[src/shared/psc_defines.vh]
// Constants for the processing-state controller
// Assumes inclusion by bare name from design files
`ifndef PSC_DEFINES_VH
`define PSC_DEFINES_VH
// Register byte offsets
`define PSC_ADR_CTRL 4'h0
`define PSC_ADR_EXR 4'h4
`define PSC_ADR_STAT 4'h8
`define PSC_ADR_EVENT 4'hC
// Control register fields
`define PSC_CTRL_SOFTWARE_STANDBY_SELECT 0
`define PSC_CTRL_MEDIUM 1
`define PSC_CTRL_ICM_LO 4
`define PSC_CTRL_ICM_HI 5
`define PSC_CTRL_MSTOP_LO 8
`define PSC_CTRL_MSTOP_HI 15
// Writable control bits
`define PSC_CTRL_WMASK 32'h0000FF33
// Extended control register fields
`define PSC_EXR_MASK_LO 0
`define PSC_EXR_MASK_HI 2
`define PSC_EXR_TRACE 7
// Interrupt control modes
`define PSC_ICM_0 2'h0
`define PSC_ICM_2 2'h2
// Reset values
`define PSC_CTRL_RST 32'h00000000
`define PSC_EXR_RST 8'h07
`define PSC_MASK_ALL 3'h7
// Exception kinds
`define PSC_EXC_NONE 3'h0
`define PSC_EXC_RESET 3'h1
`define PSC_EXC_TRACE 3'h2
`define PSC_EXC_IRQ 3'h3
`define PSC_EXC_TRAP 3'h4
// Access targets and state counts
`define PSC_TGT_MEM 2'h0
`define PSC_TGT_IO 2'h1
`define PSC_TGT_EXT2 2'h2
`define PSC_TGT_EXT3 2'h3
`define PSC_ST_MEM 2'h1
`define PSC_ST_IO 2'h2
`define PSC_ST_EXT2 2'h2
`define PSC_ST_EXT3 2'h3
// Last exception-sequence count; the sequence spans five states (counts 0 to 4)
`define PSC_EXC_LEN 3'h4
// Medium-speed divider
`define PSC_MED_DIV 3'h3
`endif

[src/design/psc_state_ctrl.v]
// CPU processing-state controller: reset, exception, execution,
// bus release and power-down sequencing plus bus-cycle state counting.
// Assumes a CPU core that reports instruction ends and executes vectors,
// and a classic Wishbone master for the control registers.
//
// Added by the designer: the Wishbone interface to the registers and the address map.
`timescale 1ns/1ns
`include "psc_defines.vh"
module psc_state_ctrl (
	// Clock and reset
	input wire sys_clk_i,
	input wire rst_n_i,
	// Device pins
	input wire chip_clear_n_pin_i,
	input wire nmi_pin_i,
	input wire hw_standby_pin_n_i,
	input wire wdt_overflow_i,
	// Core events
	input wire instr_end_i,
	input wire [2:0] instr_kind_i,
	input wire irq_req_i,
	input wire [2:0] irq_level_i,
	input wire wake_i,
	// Transfer controller
	input wire tc_bus_req_i,
	output reg tc_bus_grant_o,
	// Bus cycle request
	input wire acc_start_i,
	input wire [1:0] acc_target_i,
	input wire acc_wide_i,
	input wire acc_wait_i,
	output reg acc_done_o,
	output reg acc_wide_o,
	// State and control outputs
	output reg [2:0] proc_state_o,
	output reg [2:0] exc_kind_o,
	output reg exc_start_o,
	output reg manual_reset_o,
	output reg cpu_run_o,
	output reg clk_halt_o,
	output reg modules_reset_o,
	output reg clk_medium_en_o,
	output reg [7:0] module_stop_o,
	// Wishbone slave
	input wire wb_cyc_i,
	input wire wb_stb_i,
	input wire wb_we_i,
	input wire [3:0] wb_adr_i,
	input wire [3:0] wb_sel_i,
	input wire [31:0] wb_dat_i,
	output reg [31:0] wb_dat_o,
	output reg wb_ack_o
);
	// Processing states, one-hot
	localparam ST_RESET = 6'b000001;
	localparam ST_EXC = 6'b000010;
	localparam ST_EXEC = 6'b000100;
	localparam ST_BUSREL = 6'b001000;
	localparam ST_SLEEP = 6'b010000;
	localparam ST_HW_STANDBY_PIN_N = 6'b100000;
	// Instruction kinds reported at instruction end
	localparam K_PLAIN = 3'h0;
	localparam K_CCR = 3'h1;
	localparam K_RTE = 3'h2;
	localparam K_TRAP = 3'h3;
	localparam K_SLEEP = 3'h4;
	reg [5:0] state;
	reg [5:0] next_state;
	reg [31:0] ctrl;
	reg [7:0] extended_control_reg;
	reg [2:0] exc_cnt;
	reg [2:0] exc_cur;
	reg irq_block;
	reg trap_pend;
	reg res_d;
	reg [2:0] med_cnt;
	reg [1:0] acc_cnt;
	reg acc_busy;
	reg acc_ext3;
	reg hw_hw_standby_pin_n;
	wire [1:0] icm;
	wire trace_on;
	wire wb_req;
	assign icm = ctrl[`PSC_CTRL_ICM_HI:`PSC_CTRL_ICM_LO];
	assign trace_on = extended_control_reg[`PSC_EXR_TRACE] && (icm == `PSC_ICM_2);
	assign wb_req = wb_cyc_i && wb_stb_i && !wb_ack_o;
	// Byte-lane merge for register writes
	function [31:0] merge;
		input [31:0] old;
		input [31:0] nw;
		input [3:0] sel;
		integer i;
		begin
			merge = old;
			for (i = 0; i < 4; i = i + 1) begin
				if (sel[i])
					merge[i*8 +: 8] = nw[i*8 +: 8];
			end
		end
	endfunction
	// State count per access target
	function [1:0] states_for;
		input [1:0] tgt;
		begin
			case (tgt)
				`PSC_TGT_MEM: states_for = `PSC_ST_MEM;
				`PSC_TGT_IO: states_for = `PSC_ST_IO;
				`PSC_TGT_EXT2: states_for = `PSC_ST_EXT2;
				default: states_for = `PSC_ST_EXT3;
			endcase
		end
	endfunction
	// Exception selection at an instruction boundary
	reg [2:0] pick;
	always @* begin
		pick = `PSC_EXC_NONE;
		if (instr_end_i && instr_kind_i == K_TRAP)
			pick = `PSC_EXC_TRAP;
		else if (trap_pend)
			pick = `PSC_EXC_TRAP;
		else if (instr_end_i && trace_on && instr_kind_i != K_RTE)
			pick = `PSC_EXC_TRACE;
		else if (instr_end_i && irq_req_i && !irq_block && instr_kind_i != K_CCR &&
				(irq_level_i > extended_control_reg[`PSC_EXR_MASK_HI:`PSC_EXR_MASK_LO] ||
				icm != `PSC_ICM_2))
			pick = `PSC_EXC_IRQ;
	end
	// Next processing state
	always @* begin
		next_state = state;
		case (state)
			ST_RESET: begin
				if (res_d)
					next_state = ST_EXC;
			end
			ST_EXC: begin
				if (exc_cnt == `PSC_EXC_LEN)
					next_state = ST_EXEC;
			end
			ST_EXEC: begin
				if (tc_bus_req_i && !acc_busy)
					next_state = ST_BUSREL;
				else if (pick != `PSC_EXC_NONE)
					next_state = ST_EXC;
				else if (instr_end_i && instr_kind_i == K_SLEEP)
					next_state = ctrl[`PSC_CTRL_SOFTWARE_STANDBY_SELECT] ? ST_HW_STANDBY_PIN_N : ST_SLEEP;
			end
			ST_BUSREL: begin
				if (!tc_bus_req_i)
					next_state = ST_EXEC;
			end
			ST_SLEEP: begin
				if (wake_i)
					next_state = ST_EXEC;
			end
			ST_HW_STANDBY_PIN_N: begin
				// Hardware standby leaves only once the pin has settled high
				if (wake_i && !hw_hw_standby_pin_n)
					next_state = ST_EXEC;
			end
			default: next_state = ST_RESET;
		endcase
	end
	// Main sequencer
	always @(posedge sys_clk_i or negedge rst_n_i) begin
		if (!rst_n_i) begin
			state <= ST_RESET;
			extended_control_reg <= `PSC_EXR_RST;
			exc_cnt <= 3'h0;
			exc_cur <= `PSC_EXC_NONE;
			irq_block <= 1'b1;
			trap_pend <= 1'b0;
			res_d <= 1'b0;
			hw_hw_standby_pin_n <= 1'b0;
			exc_start_o <= 1'b0;
			exc_kind_o <= `PSC_EXC_NONE;
			manual_reset_o <= 1'b0;
			proc_state_o <= 3'h0;
			cpu_run_o <= 1'b0;
			clk_halt_o <= 1'b0;
			modules_reset_o <= 1'b1;
			tc_bus_grant_o <= 1'b0;
		end else begin
			res_d <= chip_clear_n_pin_i;
			exc_start_o <= 1'b0;
			hw_hw_standby_pin_n <= !hw_standby_pin_n_i;
			modules_reset_o <= !hw_standby_pin_n_i;
			if (!chip_clear_n_pin_i || wdt_overflow_i || !hw_standby_pin_n_i) begin
				state <= (wdt_overflow_i && chip_clear_n_pin_i && hw_standby_pin_n_i)
					? ST_EXC : (hw_standby_pin_n_i ? ST_RESET : ST_HW_STANDBY_PIN_N);
				if (!chip_clear_n_pin_i)
					manual_reset_o <= !nmi_pin_i;
				extended_control_reg <= `PSC_EXR_RST;
				irq_block <= 1'b1;
				trap_pend <= 1'b0;
				exc_cnt <= 3'h0;
				exc_cur <= `PSC_EXC_RESET;
				exc_start_o <= wdt_overflow_i && chip_clear_n_pin_i && hw_standby_pin_n_i;
				exc_kind_o <= `PSC_EXC_RESET;
				cpu_run_o <= 1'b0;
				tc_bus_grant_o <= 1'b0;
				clk_halt_o <= !hw_standby_pin_n_i;
				res_d <= 1'b0;
			end else begin
				state <= next_state;
				if (state == ST_RESET && res_d) begin
					exc_cur <= `PSC_EXC_RESET;
					exc_cnt <= 3'h0;
					exc_start_o <= 1'b1;
					exc_kind_o <= `PSC_EXC_RESET;
				end
				// Trap arriving with bus release is held
				if (state == ST_EXEC && tc_bus_req_i && !acc_busy && instr_end_i &&
						instr_kind_i == K_TRAP)
					trap_pend <= 1'b1;
				if (state == ST_EXEC && next_state == ST_EXC) begin
					exc_cur <= pick;
					exc_cnt <= 3'h0;
					exc_start_o <= 1'b1;
					exc_kind_o <= pick;
					if (pick == `PSC_EXC_TRAP)
						trap_pend <= 1'b0;
				end
				// Interrupts unblock once software loads the extended register
				if (state == ST_EXEC && wb_req && wb_we_i && wb_adr_i == `PSC_ADR_EXR &&
						wb_sel_i[0])
					extended_control_reg <= wb_dat_i[7:0];
				if (state == ST_EXEC && wb_req && wb_we_i && wb_adr_i == `PSC_ADR_EXR)
					irq_block <= 1'b0;
				if (state == ST_EXC) begin
					exc_cnt <= exc_cnt + 3'h1;
					if (exc_cnt == `PSC_EXC_LEN) begin
						if (exc_cur == `PSC_EXC_IRQ && icm == `PSC_ICM_2)
							extended_control_reg[`PSC_EXR_MASK_HI:`PSC_EXR_MASK_LO] <= irq_level_i;
						if (exc_cur == `PSC_EXC_TRACE || exc_cur == `PSC_EXC_IRQ ||
								exc_cur == `PSC_EXC_TRAP)
							extended_control_reg[`PSC_EXR_TRACE] <= 1'b0;
					end
				end
				tc_bus_grant_o <= (next_state == ST_BUSREL);
				cpu_run_o <= (next_state == ST_EXEC) || (next_state == ST_EXC);
				clk_halt_o <= (next_state == ST_HW_STANDBY_PIN_N);
			end
			case (state)
				ST_RESET: proc_state_o <= 3'h0;
				ST_EXC: proc_state_o <= 3'h1;
				ST_EXEC: proc_state_o <= 3'h2;
				ST_BUSREL: proc_state_o <= 3'h3;
				ST_SLEEP: proc_state_o <= 3'h4;
				ST_HW_STANDBY_PIN_N: proc_state_o <= 3'h5;
				default: proc_state_o <= 3'h0;
			endcase
		end
	end
	always @(posedge sys_clk_i or negedge rst_n_i) begin
		if (!rst_n_i) begin
			med_cnt <= 3'h0;
			clk_medium_en_o <= 1'b1;
			module_stop_o <= 8'h00;
		end else begin
			module_stop_o <= ctrl[`PSC_CTRL_MSTOP_HI:`PSC_CTRL_MSTOP_LO];
			if (!ctrl[`PSC_CTRL_MEDIUM]) begin
				med_cnt <= 3'h0;
				clk_medium_en_o <= 1'b1;
			end else begin
				med_cnt <= (med_cnt == `PSC_MED_DIV) ? 3'h0 : med_cnt + 3'h1;
				clk_medium_en_o <= (med_cnt == `PSC_MED_DIV);
			end
		end
	end
	always @(posedge sys_clk_i or negedge rst_n_i) begin
		if (!rst_n_i) begin
			acc_cnt <= 2'h0;
			acc_busy <= 1'b0;
			acc_ext3 <= 1'b0;
			acc_done_o <= 1'b0;
			acc_wide_o <= 1'b0;
		end else begin
			acc_done_o <= 1'b0;
			if (!acc_busy && acc_start_i && cpu_run_o) begin
				acc_wide_o <= acc_wide_i;
				// Target held so a changing request cannot move the wait rule
				acc_ext3 <= (acc_target_i == `PSC_TGT_EXT3);
				if (states_for(acc_target_i) == `PSC_ST_MEM) begin
					acc_done_o <= 1'b1;
				end else begin
					acc_busy <= 1'b1;
					acc_cnt <= states_for(acc_target_i) - 2'h1;
				end
			end else if (acc_busy) begin
				if (acc_cnt == 2'h1 && !(acc_wait_i && acc_ext3)) begin
					acc_busy <= 1'b0;
					acc_done_o <= 1'b1;
					acc_cnt <= 2'h0;
				end else if (acc_cnt != 2'h1) begin
					acc_cnt <= acc_cnt - 2'h1;
				end
			end
		end
	end
	// Wishbone slave, ack one cycle after request
	always @(posedge sys_clk_i or negedge rst_n_i) begin
		if (!rst_n_i) begin
			ctrl <= `PSC_CTRL_RST;
			wb_ack_o <= 1'b0;
			wb_dat_o <= 32'h00000000;
		end else begin
			wb_ack_o <= wb_req;
			if (wb_req && wb_we_i && wb_adr_i == `PSC_ADR_CTRL)
				// Control bits without a function read back as 0
				ctrl <= merge(ctrl, wb_dat_i, wb_sel_i) & `PSC_CTRL_WMASK;
			if (wb_req && !wb_we_i) begin
				case (wb_adr_i)
					`PSC_ADR_CTRL: wb_dat_o <= ctrl;
					`PSC_ADR_EXR: wb_dat_o <= {24'h000000, extended_control_reg};
					`PSC_ADR_STAT: wb_dat_o <= {18'h00000, state, 5'h00, manual_reset_o,
						tc_bus_grant_o, irq_block};
					`PSC_ADR_EVENT: wb_dat_o <= {26'h0000000, exc_cur, exc_cnt};
					default: wb_dat_o <= 32'h00000000;
				endcase
			end
		end
	end
endmodule // psc_state_ctrl

[config.mk]
export PLATFORM = sky130hd
export DESIGN_NAME = psc_state_ctrl
export DESIGN_NICKNAME = d
export VERILOG_FILES = /design/src/design/psc_state_ctrl.v
export VERILOG_INCLUDE_DIRS = /design/src /design/src/shared
export SDC_FILE = /design/constraint.sdc
export NUM_CORES = 1
export LEC_CHECK = 0
export ABC_AREA = 1
export ABC_CLOCK_PERIOD_IN_PS = 2550
export BUFFER_PORTS_ARGS = -buffer_cell sky130_fd_sc_hd__clkbuf_2
export CAP_MARGIN = 20
export CORE_ASPECT_RATIO = 2
export CORE_MARGIN = 4
export CORE_UTILIZATION = 51
export DETAILED_ROUTE_END_ITERATION = 10
export PLACE_DENSITY = 0.84
export SYNTH_ARGS = -nofsm -noshare
export SYNTH_HDL_FRONTEND = slang
export SYNTH_SLANG_ARGS = --single-unit
[constraint.sdc]
create_clock -name sys_clk_i -period 2.55 [get_ports sys_clk_i]
set_input_delay 0.1275 -clock sys_clk_i [delete_from_list [all_inputs] [get_ports sys_clk_i]]
set_output_delay 0.1275 -clock sys_clk_i [all_outputs]
set_load 0.1 [all_outputs]
## After elaboration in Yosys (flattened, before gate mapping)

Cells that the tools add are included.
Widths: inputs -> output; s select.

- Word-level logic and storage cells: 195
- Register bits after elaboration: 96
- Output and inout bits: 56
- Input port bits: 64

- Eq/ne operators: 32
- Mux-type cells: 67
- Add/subtract/negate cells: 4
- Order comparisons: 1
- Bitwise gates (word level): 1
- Reduce and logical (&&, ||, !) cells: 62

Operators with widths:

| cell | number |
|---|---|
| $mux 6 | 12 |
| $pmux 16 s4 | 1 |
| $mux 3 | 14 |
| $pmux 6 s6 | 1 |
| $logic_and 1x1->1 | 33 |
| $mux 1 | 25 |
| $mux 2 | 10 |
| $mux 8 | 2 |
| $pmux 3 s5 | 1 |
| $eq 3x2->1 const B | 4 |
| $eq 3x3->1 const B | 4 |
| $eq 6x2->1 const B | 2 |
| $eq 6x3->1 const B | 2 |
| $eq 6x4->1 const B | 2 |
| $eq 6x6->1 const B | 2 |
| $logic_not 1->1 | 9 |
| $reduce_bool 3->1 | 3 |
| $eq 4x4->1 const B | 2 |
| $add 3x1->3 const B | 2 |
| $eq 2x1->1 const B | 3 |
| $eq 2x2->1 const B | 3 |
| $eq 6x1->1 const B | 1 |
| $eq 6x5->1 const B | 1 |
| $logic_or 1x1->1 | 6 |
| other kinds (16) | 22 |

## Depth between registers and ports, before layout

Gate-level depths: netlist (run 1).

- Depth after elaboration: 17
- Mapped depth: 14
- Mapped depth without buffers: 13

## Worst setup path after synthesis (run 1)

Ideal clock, no wire load.

- Kind: reg2reg
- From: reg wb_ack_o
- To: reg wb_dat_o[10]
- Setup time: 68 ps
- Buffers on the path: 1
- Required time: 2,482 ps
- Setup slack: 703 ps
- Arrival: 1,779 ps
- Cell stages (with the launch flop): 8
- Clock period less this slack: 1,847 ps
- Cells stage by stage: dfrtp_1 nor2_1 nand2_1 nor2_1 inv_2 clkbuf_1 nand2_1 nand2_1

- Word-level cells in the longest chain between the ends: 3

RTL lines:

| item | RTL line | source |
|---|---|---|
| start: declaration | psc_state_ctrl.v:52 | `output reg wb_ack_o` |
| start signal: assignment | psc_state_ctrl.v:308 | `wb_ack_o <= wb_req;` |
| $logic_not 1->1 | psc_state_ctrl.v:86 | `assign wb_req = wb_cyc_i && wb_stb_i && !wb_ack_o;` |
| $logic_and 1x1->1 | psc_state_ctrl.v:86 |  |
| $logic_and 1x1->1 | psc_state_ctrl.v:312 | `if (wb_req && !wb_we_i) begin` |
| end signal: assignment | psc_state_ctrl.v:314 | `` `PSC_ADR_CTRL: wb_dat_o <= ctrl; `` |
| end signal: assignment | psc_state_ctrl.v:315 | `` `PSC_ADR_EXR: wb_dat_o <= {24'h000000, extended_control_reg}; `` |
| end signal: assignment | psc_state_ctrl.v:316 | `` `PSC_ADR_STAT: wb_dat_o <= {18'h00000, state, 5'h00, manual_reset_o, `` |
| end: declaration | psc_state_ctrl.v:51 | `output reg [31:0] wb_dat_o,` |

Every way passes these cells.
A chain may end at the register's enable or synchronous reset.

## Worst setup path after layout (run 1)

- From: reg extended_control_reg[2]
- To: reg exc_cur[0]

- Word-level cells in the longest chain between the ends: 15
- Elaborated cells on any way between the ends: 16
- Classes of those cells: order compare (1); eq/ne (1); mux (9); reduce/logical (5)

RTL lines:

| item | RTL line | source |
|---|---|---|
| start: declaration | psc_state_ctrl.v:70 | `reg [7:0] extended_control_reg;` |
| start signal: assignment | psc_state_ctrl.v:168 | `` extended_control_reg <= `PSC_EXR_RST; `` |
| start signal: assignment | psc_state_ctrl.v:193 | `` extended_control_reg <= `PSC_EXR_RST; `` |
| start signal: assignment | psc_state_ctrl.v:227 | `extended_control_reg <= wb_dat_i[7:0];` |
| $gt 3x3->1 * | psc_state_ctrl.v:124 | `` (irq_level_i > extended_control_reg[`PSC_EXR_MASK_HI:`PSC_EXR_MASK_LO] \|\| `` |
| $logic_or 1x1->1 (no source line) * | n/a |  |
| $logic_and 1x1->1 * | psc_state_ctrl.v:123 | `else if (instr_end_i && irq_req_i && !irq_block && instr_kind_i != K_CCR &&` |
| $mux 2 * | psc_state_ctrl.v:123 |  |
| $mux 2 * | psc_state_ctrl.v:121 | `else if (instr_end_i && trace_on && instr_kind_i != K_RTE)` |
| $mux 3 * | psc_state_ctrl.v:119 | `else if (trap_pend)` |
| $mux 3 * | psc_state_ctrl.v:117 | `if (instr_end_i && instr_kind_i == K_TRAP)` |
| $reduce_bool 3->1 (no source line) | n/a |  |
| $mux 6 | psc_state_ctrl.v:143 | `` else if (pick != `PSC_EXC_NONE) `` |
| $mux 6 | psc_state_ctrl.v:141 | `if (tc_bus_req_i && !acc_busy)` |
| $pmux 6 s6 | psc_state_ctrl.v:131 | `case (state)` |
| $eq 6x2->1 | psc_state_ctrl.v:216 | `if (state == ST_EXEC && next_state == ST_EXC) begin` |
| $logic_and 1x1->1 | psc_state_ctrl.v:216 |  |
| $mux 3 | psc_state_ctrl.v:216 |  |
| $mux 3 | psc_state_ctrl.v:188 | `if (!chip_clear_n_pin_i \|\| wdt_overflow_i \|\| !hw_standby_pin_n_i) begin` |
| end signal: assignment | psc_state_ctrl.v:197 | `` exc_cur <= `PSC_EXC_RESET; `` |
| end signal: assignment | psc_state_ctrl.v:207 | `` exc_cur <= `PSC_EXC_RESET; `` |
| end signal: assignment | psc_state_ctrl.v:217 | `exc_cur <= pick;` |
| end: declaration | psc_state_ctrl.v:72 | `reg [2:0] exc_cur;` |

Mark *: on every way between the ends. The rest lies on a longest branch, timed or not.

==> results of run 1 <==
-- cell families after synthesis --
group | share of synthesized area, %
simple gates | 25.8
buf+inv | 10.5
flops | 51.3
compound gates | 9.11
fa+ha+maj | 2.88
xor+xnor | 0.224
other cells | 0.0958
-- power by group --
group          internal (uW)  switching, uW  leakage, uW
sequential              1360           47.9     0.000986
combinational            147            624      0.00154
clock                   1010            489     0.000172
total                   2510           1160      0.00270
-- cell type report --
cell class,count,area [um^2]
clock inverter,5,103
inverter,70,263
tap,94,118
multi-input combinational,320,1550
timing repair buffer,91,500
clock buffer,11,253
sequential,80,2010
fill,633,2750
-- synth_stat cells, types with 2 or more instances --
master	number
o21ai_0	26
nor3_2	3
dfstp_2	7
a21oi_1	20
clkbuf_1	2
nand4_1	11
buf_4	17
nor2_4	3
o21ai_1	7
nor3_1	2
buf_2	2
inv_1	67
nand3_1	23
nand2_1	132
o22ai_1	7
nor2_1	45
ha_1	9
inv_2	3
dfrtp_1	73
nand4_2	2
nand3_2	3
-- cell usage in the layout, fill, tap and decap left out, types with 7 or more instances in the layout --
master,n
nand2_1,132
clkbuf_2,84
dfrtp_1,73
inv_1,67
nor2_1,45
o21ai_0,26
nand3_1,23
a21oi_1,20
conb_1,16
nand4_1,11
ha_1,9
clkbuf_16,9
o21ai_1,7
o22ai_1,7
dfstp_2,7
-- metrics by stage --
step | cell area (um^2) | hold WS [ns] | utilization [%] | std cells
6_report | 4800 | 0.0237 | 63.6 | 671
5_1_grt | 4800 | 0.0272 | 63.6 | 671
4_1_cts | 4770 | 0.0124 | 63.2 | 670
3_3_place_gp | 4380 | 0.313 | 58.1 | 651
3_5_place_dp | 4380 | 0.322 | 58.1 | 651
2_1_floorplan | 3970 | -0.168 | - | 492
-- worst register-to-register path, delay by kind of cell, from the launching register on --
family | cells | cell delay (ns)
buffers and inverters | 2 | 0.10
and+or+nand+nor | 8 | 1.01
adders and majority gates | 1 | 0.31
DFF | 1 | 0.54
AOI/OAI and AO/OA | 1 | 0.15
-- timing repair --
| action | 4_1_cts | 5_1_grt |
|---|---|---|
| gates resized for setup | 0 | 0 |
| endpoints found under the hold margin | 41 | 0 |
| setup buffers | 0 | 0 |
| hold buffers | 3 | 0 |
-- routing by layer --
| layer | global-route usage (%) | wire, um | up-vias |
|---|---|---|---|
| met4 | 14.4 | 526 | 0 |
| li1 | - | - | 1684 |
| met2 | 39.1 | 5460 | 151 |
| met5 | 0 | 0 | - |
| met3 | 4.27 | 546 | 47 |
| met1 | 22.8 | 3430 | 1635 |
-- path summary, 6_finish.rpt --
check / startpoint / to / slack [ns] / depth (start not counted)
max: extended_control_reg[2] / exc_cur[0] / 0.35 / 12
min: acc_wide_i / acc_wide_o / 0.02 / 3
max reg2reg: extended_control_reg[2] / exc_cur[0] / 0.35 / 12
min reg2reg: ctrl[12] / module_stop_o[4] / 0.37 / 0
max in group asynchronous: rst_n_i / clk_medium_en_o / 1.74 / 3
min in group asynchronous: rst_n_i / exc_cur[2] / 0.19 / 2
==> flow_summary_export.csv, run 1 <==
group,metric,value,unit
run_status,status,"finished, final reports clean",
cts,clock_latency,0.34,ns
cts,htree_levels,3,
timing,fin_tns_setup,0,ns
pwr,peakVddDrop,0.448,mV
worst_setup_path,crit_arrival,2.44,ns
timing,hold_violations,0,
finish,largest_reg_flops,16,
worst_setup_path,crit_path_cell_trace,"inv_1 -> ha_1 -> a21oi_1 -> nand2_1 -> nand2_1 -> nand2_1 -> nand2_1 -> nand2_1 -> nand2_1 -> nand3_1 -> nand2_1 -> inv_1",
detailed_routing,drt-initial-drc-count,285,
cts,cts-root-buf,"clkbuf_16",
timing,rsz0062_at_grt,"false",
worst_setup_path,critPathTopFamily,"simple AND/OR/NAND/NOR gates",
die,die-area,0.00923,mm^2
finish,antennaDiodeCount,0,
min_path,hp-class,"primary input to register",
cts,clockBufferDepth,2,
die,rows,45,
timing,fin_crit,2.20,ns
worst_setup_path,end_kind,"register",
die,coreArea,0.00754,mm^2
logic_synthesis,ys_warn_count,0,
global_routing,grt_max_degree,81,
logic_synthesis,synth-edff-count,0,
cts,cts.sinks,80,
timing,worst_pin_slew,0.575,ns
detailed_routing,wire_per_inst,14.8,um
global_routing,antenna_found_initial,0,
die,start_util,51.9,%
worst_setup_path,cpPeakStageDelay,0.54,ns
run,maxCapViolations,0,
detailed_routing,wirelength,9.96,mm
detailed_routing,viasPerCell,5.24,
place,gp_congestion,0.910,
global_routing,grtUsageTotal,22.0,%
die,die_h,132,um
worst_setup_path,crit_path_start_kind,"register",
pwr,p_per_area,765,mW/mm^2
logic_synthesis,ys_seq_elements,80,
logic_synthesis,synth-seq-area-share,51.3,%
finish,fin_nets,645,
logic_synthesis,synth_cell_type_count,34,
pwr,total_power,3670,uW
place,io_buffers,85,
timing,fmax,454,MHz
timing,setup_viol,0,
detailed_routing,num_vias,3517,
worst_setup_path,critPathSlowestCell,"dfstp_2",
finish,area_growth,22.5,%
die,die_w,70.0,um
logic_synthesis,ys_top_cells_by_area,"dfrtp_1, nand2_1, inv_1",
logic_synthesis,syn_area,0.00392,mm^2
place,post-place-ws,0.413,ns
finish,top_register,"wb_dat_o",
timing,fin_ws,0.347,ns
timing,slew_violations,0,
place,place_hpwl,7.36,mm
timing,skew,0.00433,ns
global_routing,grt-ovfl-total,0,
logic_synthesis,synth_top_cell_area_share,46.6,%
logic_synthesis,synth_top_flop_cell,"dfrtp_1",
cts,cts_tree,"built",
cts,clk_pin_slew,0.06,ns
global_routing,grt_pass1_vias,3511,
detailed_routing,antenna_left,0,
worst_setup_path,cp_common_cell,"nand2_1",
worst_setup_path,critical_path.max_fanout,11,
cts,cts_buffers,9,
finish,drive_gt1_share,22.4,%
die,io_pins,120,
worst_setup_path,cp_num_buf_inv,2,
pwr,p_leak,0.00270,uW
worst_setup_path,setup.worst_path.class,"register to register",
logic_synthesis,async_flop_share,100,%
timing,slew_headroom,61.8,%
logic_synthesis,avgSynthCellArea,8.21,um^2
detailed_routing,drt_pre_antenna_iters,4,
finish,largestRegisters,"wb_dat_o (16), ctrl (12)",
timing,fin_crit_sh,86.4,%
worst_setup_path,required,2.79,ns
logic_synthesis,yosys.area.top_type,"dfrtp_1",
detailed_routing,drc,0,
logic_synthesis,synthCells,477,
global_routing,grt_pass1_wl,16.1,mm
No activity file was read; power rests on OpenSTA's default activity.
==> run 2, diff against run 1 <==
--- a/config.mk
+++ b/config.mk
@@ -15,6 +15,7 @@
 export CORE_UTILIZATION = 51
 export DETAILED_ROUTE_END_ITERATION = 10
 export PLACE_DENSITY = 0.84
+export RECOVER_POWER = 25
 export SYNTH_ARGS = -nofsm -noshare
 export SYNTH_HDL_FRONTEND = slang
 export SYNTH_SLANG_ARGS = --single-unit
==> run 2 against run 1 <==
  * Flip-flop and latch count did not move
  * Global-route usage did not move
  * Clock-buffer cell count did not move
  * Critical path depth did not move
  * Via count rose by 0.43%
  * Clock power barely moved
  * Sequential share of layout area rose by 0.22 points
  * Register-to-register slack barely moved
==> flow_summary_export.csv, run 2 (synthesis gave the netlist of run 1 again) <==
group,metric,value,unit
run_status,status,"finished, final reports clean",
die,die_w,70.0,um
place,place_hpwl,7.36,mm
die,io_pins,120,
cts,clockBufferDepth,2,
timing,rsz0062_at_grt,"false",
pwr,peakVddDrop,0.449,mV
cts,cts-root-buf,"clkbuf_16",
pwr,p_leak,0.00269,uW
finish,mostFrequentLayoutCells,"nand2_1, clkbuf_2, dfrtp_1",
timing,fin_crit_sh,86.7,%
cts,cts_tree,"built",
worst_setup_path,required,2.78,ns
global_routing,grt_pass1_vias,3511,
timing,skew,0.00399,ns
worst_setup_path,cp_num_buf_inv,2,
finish,layout_commonest_cell,"nand2_1",
worst_setup_path,critical_path.max_fanout,11,
worst_setup_path,cp_num_cells,12,
detailed_routing,antenna_left,0,
die,rows,45,
timing,hold_violations,0,
detailed_routing,drt_pre_antenna_iters,5,
finish,top_register,"wb_dat_o",
worst_setup_path,reg2reg_from,"extended_control_reg[2]",
detailed_routing,drt-initial-drc-count,307,
timing,fin_crit,2.21,ns
worst_setup_path,crit_arrival,2.44,ns
run,maxCapViolations,0,
finish,post-route-util,63.3,%
finish,largest_reg_flops,16,
place,io_buffers,85,
cts,clk_pin_slew,0.06,ns
pwr,total_power,3660,uW
place,gp_congestion,0.910,
cts,clock_latency,0.34,ns
min_path,hp-class,"primary input to register",
global_routing,grtUsageTotal,22.0,%
global_routing,grt-ovfl-total,0,
cts,cts_buffers,9,
min_path,worstHoldEndpoint,"acc_wide_o",
worst_setup_path,critPathTopFamily,"simple AND/OR/NAND/NOR gates",
die,coreArea,0.00754,mm^2
timing,slew_violations,0,
die,die-area,0.00923,mm^2
timing,fin_tns_setup,0,ns
worst_setup_path,crit_path_start_kind,"register",
finish,layout.cells.non_filler,671,
finish,area_growth,21.9,%
worst_setup_path,cp_common_cell,"nand2_1",
die,die_h,132,um
timing,worst_pin_slew,0.900,ns
finish,n_fill_cell,638,
worst_setup_path,cpPeakStageDelay,0.54,ns
detailed_routing,drc,0,
timing,slew_headroom,40.0,%
global_routing,antenna_found_initial,0,
worst_setup_path,r2r-end,"exc_cur[0]",
cts,htree_levels,3,
worst_setup_path,end_kind,"register",
finish,drive_gt1_share,22.0,%
detailed_routing,wirelength,9.92,mm
min_path,min_from,"acc_wide_i",
worst_setup_path,reg2reg_depth,12,
worst_setup_path,crit_path_start,"extended_control_reg[2]",
min_path,holdPathStages,3,
worst_setup_path,crit_path_cell_trace,"inv_1 -> ha_1 -> a21oi_1 -> nand2_1 -> nand2_1 -> nand2_1 -> nand2_1 -> nand2_1 -> nand2_1 -> nand3_1 -> nand2_1 -> inv_1",
finish,largestRegisters,"wb_dat_o (16), ctrl (12)",
detailed_routing,num_vias,3532,
timing,setup_viol,0,
finish,antennaDiodeCount,0,
worst_setup_path,setup.worst_path.class,"register to register",
global_routing,grt_pass1_wl,16.1,mm
timing,fmax,453,MHz
detailed_routing,viasPerCell,5.26,
worst_setup_path,critPathSlowestCell,"dfstp_2",
detailed_routing,wire_per_inst,14.8,um
place,dp_cells,651,
die,start_util,51.9,%
finish,fin_nets,645,
pwr,p_per_area,767,mW/mm^2
global_routing,grt_max_degree,81,
worst_setup_path,r2r_slack,0.34,ns
cts,cts.sinks,80,
run 2: changes by cell type in the layout (fill, tap and decap cells not counted), sizes merged:
cell	previous run	this run
buf	4	2
clkbuf	95	97
run 2: where the power goes:
group	total [uW]	leakage [uW]	internal, uW	switching (uW)
Combinational	765	0.00153	142	623
Sequential	1400	0.000986	1360	47.4
Clock	1490	0.000172	1010	487
Total	3660	0.00269	2500	1160
run 2: how the worst max path moves through the flow:
| stage | endpoint |
|---|---|
| 2_1_floorplan | wb_dat_o[10] |
| 3_3_place_gp | cpu_run_o |
| 3_5_place_dp | state[1] |
| 4_1_cts | state[1] |
| 5_1_grt | cpu_run_o |
| 6_report | exc_cur[0] |
run 2: what timing repair did:
| item | 4_1_cts | 5_1_grt |
|---|---|---|
| gates resized for setup | 0 | 0 |
| endpoints found under the hold margin | 41 | 0 |
| hold buffers | 3 | 0 |
| buffers inserted | 0 | 0 |
run 2: cell type report:
| type | instances | area [um^2] | share of cell area, % |
|---|---|---|---|
| Sequential cell | 80 | 2010 | 42.1 |
| Timing Repair Buffer | 91 | 475 | 9.96 |
| Tap cell | 94 | 118 | 2.46 |
| Clock inverter | 5 | 103 | 2.15 |
| Multi-Input combinational cell | 320 | 1550 | 32.5 |
| Inverter | 70 | 263 | 5.51 |
| Clock buffer | 11 | 253 | 5.30 |
run 2: worst reg2reg max path, stage by stage (launching register included):
cell	delay, ns
dfstp_2	0.54
inv_1	0.06
ha_1	0.31
a21oi_1	0.15
nand2_1	0.08
nand2_1	0.07
nand2_1	0.08
nand2_1	0.13
nand2_1	0.10
nand2_1	0.30
nand3_1	0.16
nand2_1	0.10
inv_1	0.04
run 2: routing by layer:
metal,GRT usage (%),vias to the layer above,part of all wire (%)
li1,-,1680,-
met1,22.8,1634,34
met2,39.1,163,55
met3,4.27,55,5.7
met4,14.4,0,5.5
met5,0,-,0
run 2: through the flow:
step | cell area [um^2] | setup WS [ns] | hold slack [ns]
after global placement | 4380 | 0.486 | 0.313
final | 4770 | 0.340 | 0.0236
after global routing | 4770 | 0.187 | 0.0272
after floorplan | 3970 | 0.703 | -0.168
after CTS | 4770 | 0.400 | 0.0124
after detailed placement | 4380 | 0.413 | 0.322
==> run 3, diff against run 2 <==
--- a/config.mk
+++ b/config.mk
@@ -12,9 +12,8 @@
 export CAP_MARGIN = 20
 export CORE_ASPECT_RATIO = 2
 export CORE_MARGIN = 4
-export CORE_UTILIZATION = 51
+export CORE_UTILIZATION = 30
 export DETAILED_ROUTE_END_ITERATION = 10
-export PLACE_DENSITY = 0.84
 export RECOVER_POWER = 25
 export SYNTH_ARGS = -nofsm -noshare
 export SYNTH_HDL_FRONTEND = slang
==> run 3 against run 2 <==
  * The flow now finishes with violations (capacitance limit, slew limit)
  * Hold slack improved by 0.0039 ns
  * Final area increased by 1.2%
  * Worst setup slack worse by 0.0039 ns
  * Critical path type unchanged
  * Critical endpoint is now cpu_run_o
  * Highest routed layer unchanged
==> flow_summary_export.csv, run 3 (synthesis gave the netlist of run 1 again) <==
group,metric,value,unit
finish,top_register,"wb_dat_o",
global_routing,grt_pass1_vias,3449,
run_status,violations,"capacitance limit, slew limit",
die,io_pins,120,
die,coreArea,0.0127,mm^2
finish,largest_reg_flops,16,
detailed_routing,drc,0,
detailed_routing,wirelength,10.3,mm
timing,worst_pin_slew,1.67,ns
pwr,peakVddDrop,0.450,mV
cts,clk_pin_slew,0.06,ns
worst_setup_path,crit_path_cell_trace,"inv_1 -> ha_1 -> a21oi_1 -> nand2_1 -> nand2_1 -> nand2_1 -> nand2_1 -> nand2_1 -> nand2_1 -> nand2_1 -> nor2_1 -> nor2_1",
worst_setup_path,end_kind,"register",
detailed_routing,drt_pre_antenna_iters,4,
global_routing,antenna_found_initial,0,
cts,htree_levels,3,
worst_setup_path,cp_num_buf_inv,1,
global_routing,grt_pass1_wl,16.5,mm
die,die_h,170,um
detailed_routing,drt-initial-drc-count,158,
global_routing,grtUsageTotal,14.3,%
timing,slew_violations,29,
pwr,power_frac_clock,38.8,%
die,start_util,30.8,%
place,place_hpwl,8.02,mm
timing,setup_viol,0,
finish,drive_gt1_share,21.6,%
place,io_buffers,85,
timing,fin_tns_setup,0,ns
run_status,status,"finished with violations",
cts,cts-root-buf,"clkbuf_16",
timing,slew_headroom,-11.5,%
run,maxCapViolations,1,
die,die-area,0.0151,mm^2
cts,cts_setup_buffers,0,
die,rows,58,
detailed_routing,wire_per_inst,14.1,um
pwr,swShare,32.9,%
detailed_routing,num_vias,3419,
worst_setup_path,required,2.77,ns
pwr,switchingPower,1160,uW
finish,area_growth,23.4,%
finish,layout_commonest_cell,"nand2_1",
finish,antennaDiodeCount,0,
finish,mostFrequentLayoutCells,"nand2_1, clkbuf_2, dfrtp_1",
detailed_routing,viasPerCell,4.70,
worst_setup_path,crit_path_start_kind,"register",
place,post-place-ws,0.374,ns
pwr,p_leak,0.00268,uW
global_routing,grt-ovfl-total,0,
worst_setup_path,critPathSlowestCell,"dfstp_2",
pwr,total_power,3520,uW
worst_setup_path,crit_arrival,2.43,ns
timing,rsz0062_at_grt,"false",
cts,clock_latency,0.34,ns
worst_setup_path,critPathTopFamily,"simple AND/OR/NAND/NOR gates",
worst_setup_path,cpPeakStageDelay,0.53,ns
pwr,p_per_area,728,mW/mm^2
worst_setup_path,setup.worst_path.class,"register to register",
global_routing,grt_max_degree,81,
cts,ctsResizeCount,0,
pwr,p_int,2360,uW
cts,cts_buffers,9,
finish,fin_nets,646,
timing,skew,0.00756,ns
cts,cts.sinks,80,
worst_setup_path,cp_common_cell,"nand2_1",
timing,hold_violations,0,
place,gp_congestion,0.861,
finish,post-route-util,38.0,%
finish,largestRegisters,"wb_dat_o (16), ctrl (12)",
finish,n_fill_cell,1313,
worst_setup_path,critical_path.max_fanout,11,
timing,fin_ws,0.336,ns
timing,whs,0.0275,ns
min_path,hp-class,"primary input to register",
cts,hold_buffers,4,
timing,fin_crit_sh,86.8,%
cts,cts_tree,"built",
pwr,pwr-share-seq,39.8,%
die,die_w,88.8,um
detailed_routing,antenna_left,0,
timing,fin_crit,2.21,ns
pwr,pwr-share-comb,21.4,%
cts,clockBufferDepth,2,
timing,fmax,452,MHz
[run 3: power groups by stage]
stage | combinational [uW] | sequential, uW | clock (uW)
2_1_floorplan | 326 | 1680 | 0
3_3_place_gp | 734 | 1420 | 0
3_5_place_dp | 746 | 1420 | 0
4_1_cts | 752 | 1400 | 1390
5_1_grt | 811 | 1410 | 1450
6_report | 751 | 1400 | 1370
[run 3: worst paths after layout]
check                                   startpoint                 endpoint  slack (ns)  depth (start not counted)
setup / recovery           extended_control_reg[2]                cpu_run_o        0.34                         12
min in group asynchronous                  rst_n_i               med_cnt[1]        0.75                          2
hold reg to reg                           ctrl[11]         module_stop_o[3]        0.37                          0
max in group asynchronous                  rst_n_i          modules_reset_o        0.76                          3
hold / removal                         wb_dat_i[6]  extended_control_reg[6]        0.03                          3
setup reg to reg           extended_control_reg[2]                cpu_run_o        0.34                         12
[run 3: routing by layer]
layer  GRT usage, %  vias up  routed length (um)
met5              0        -                   0
met4           9.41        0                 595
met3           3.26       39                 574
met2           25.5      119                5520
met1           14.2     1589                3600
li1               -     1672                   -
[run 3: tightest hold or removal path: stages]
cell	delay [ns]
clkbuf_2	0.09
nand3_1	0.07
nand2_1	0.05
[run 3: final cells by class]
type                       count  area [um^2]  share of cell area (%)
clock buffer                  11          233                    4.82
clock inverter                 5         81.3                    1.68
inverter                      70          263                    5.44
multi-input combinational    320         1550                    32.1
sequential                    80         2010                    41.6
tap                          150          188                    3.89
timing repair buffer          92          505                    10.5
[run 3: through the flow]
step,instance area [um^2],instances
6_report,4830,728
5_1_grt,4830,728
4_1_cts,4810,727
3_5_place_dp,4450,707
3_3_place_gp,4450,707
2_1_floorplan,3970,492
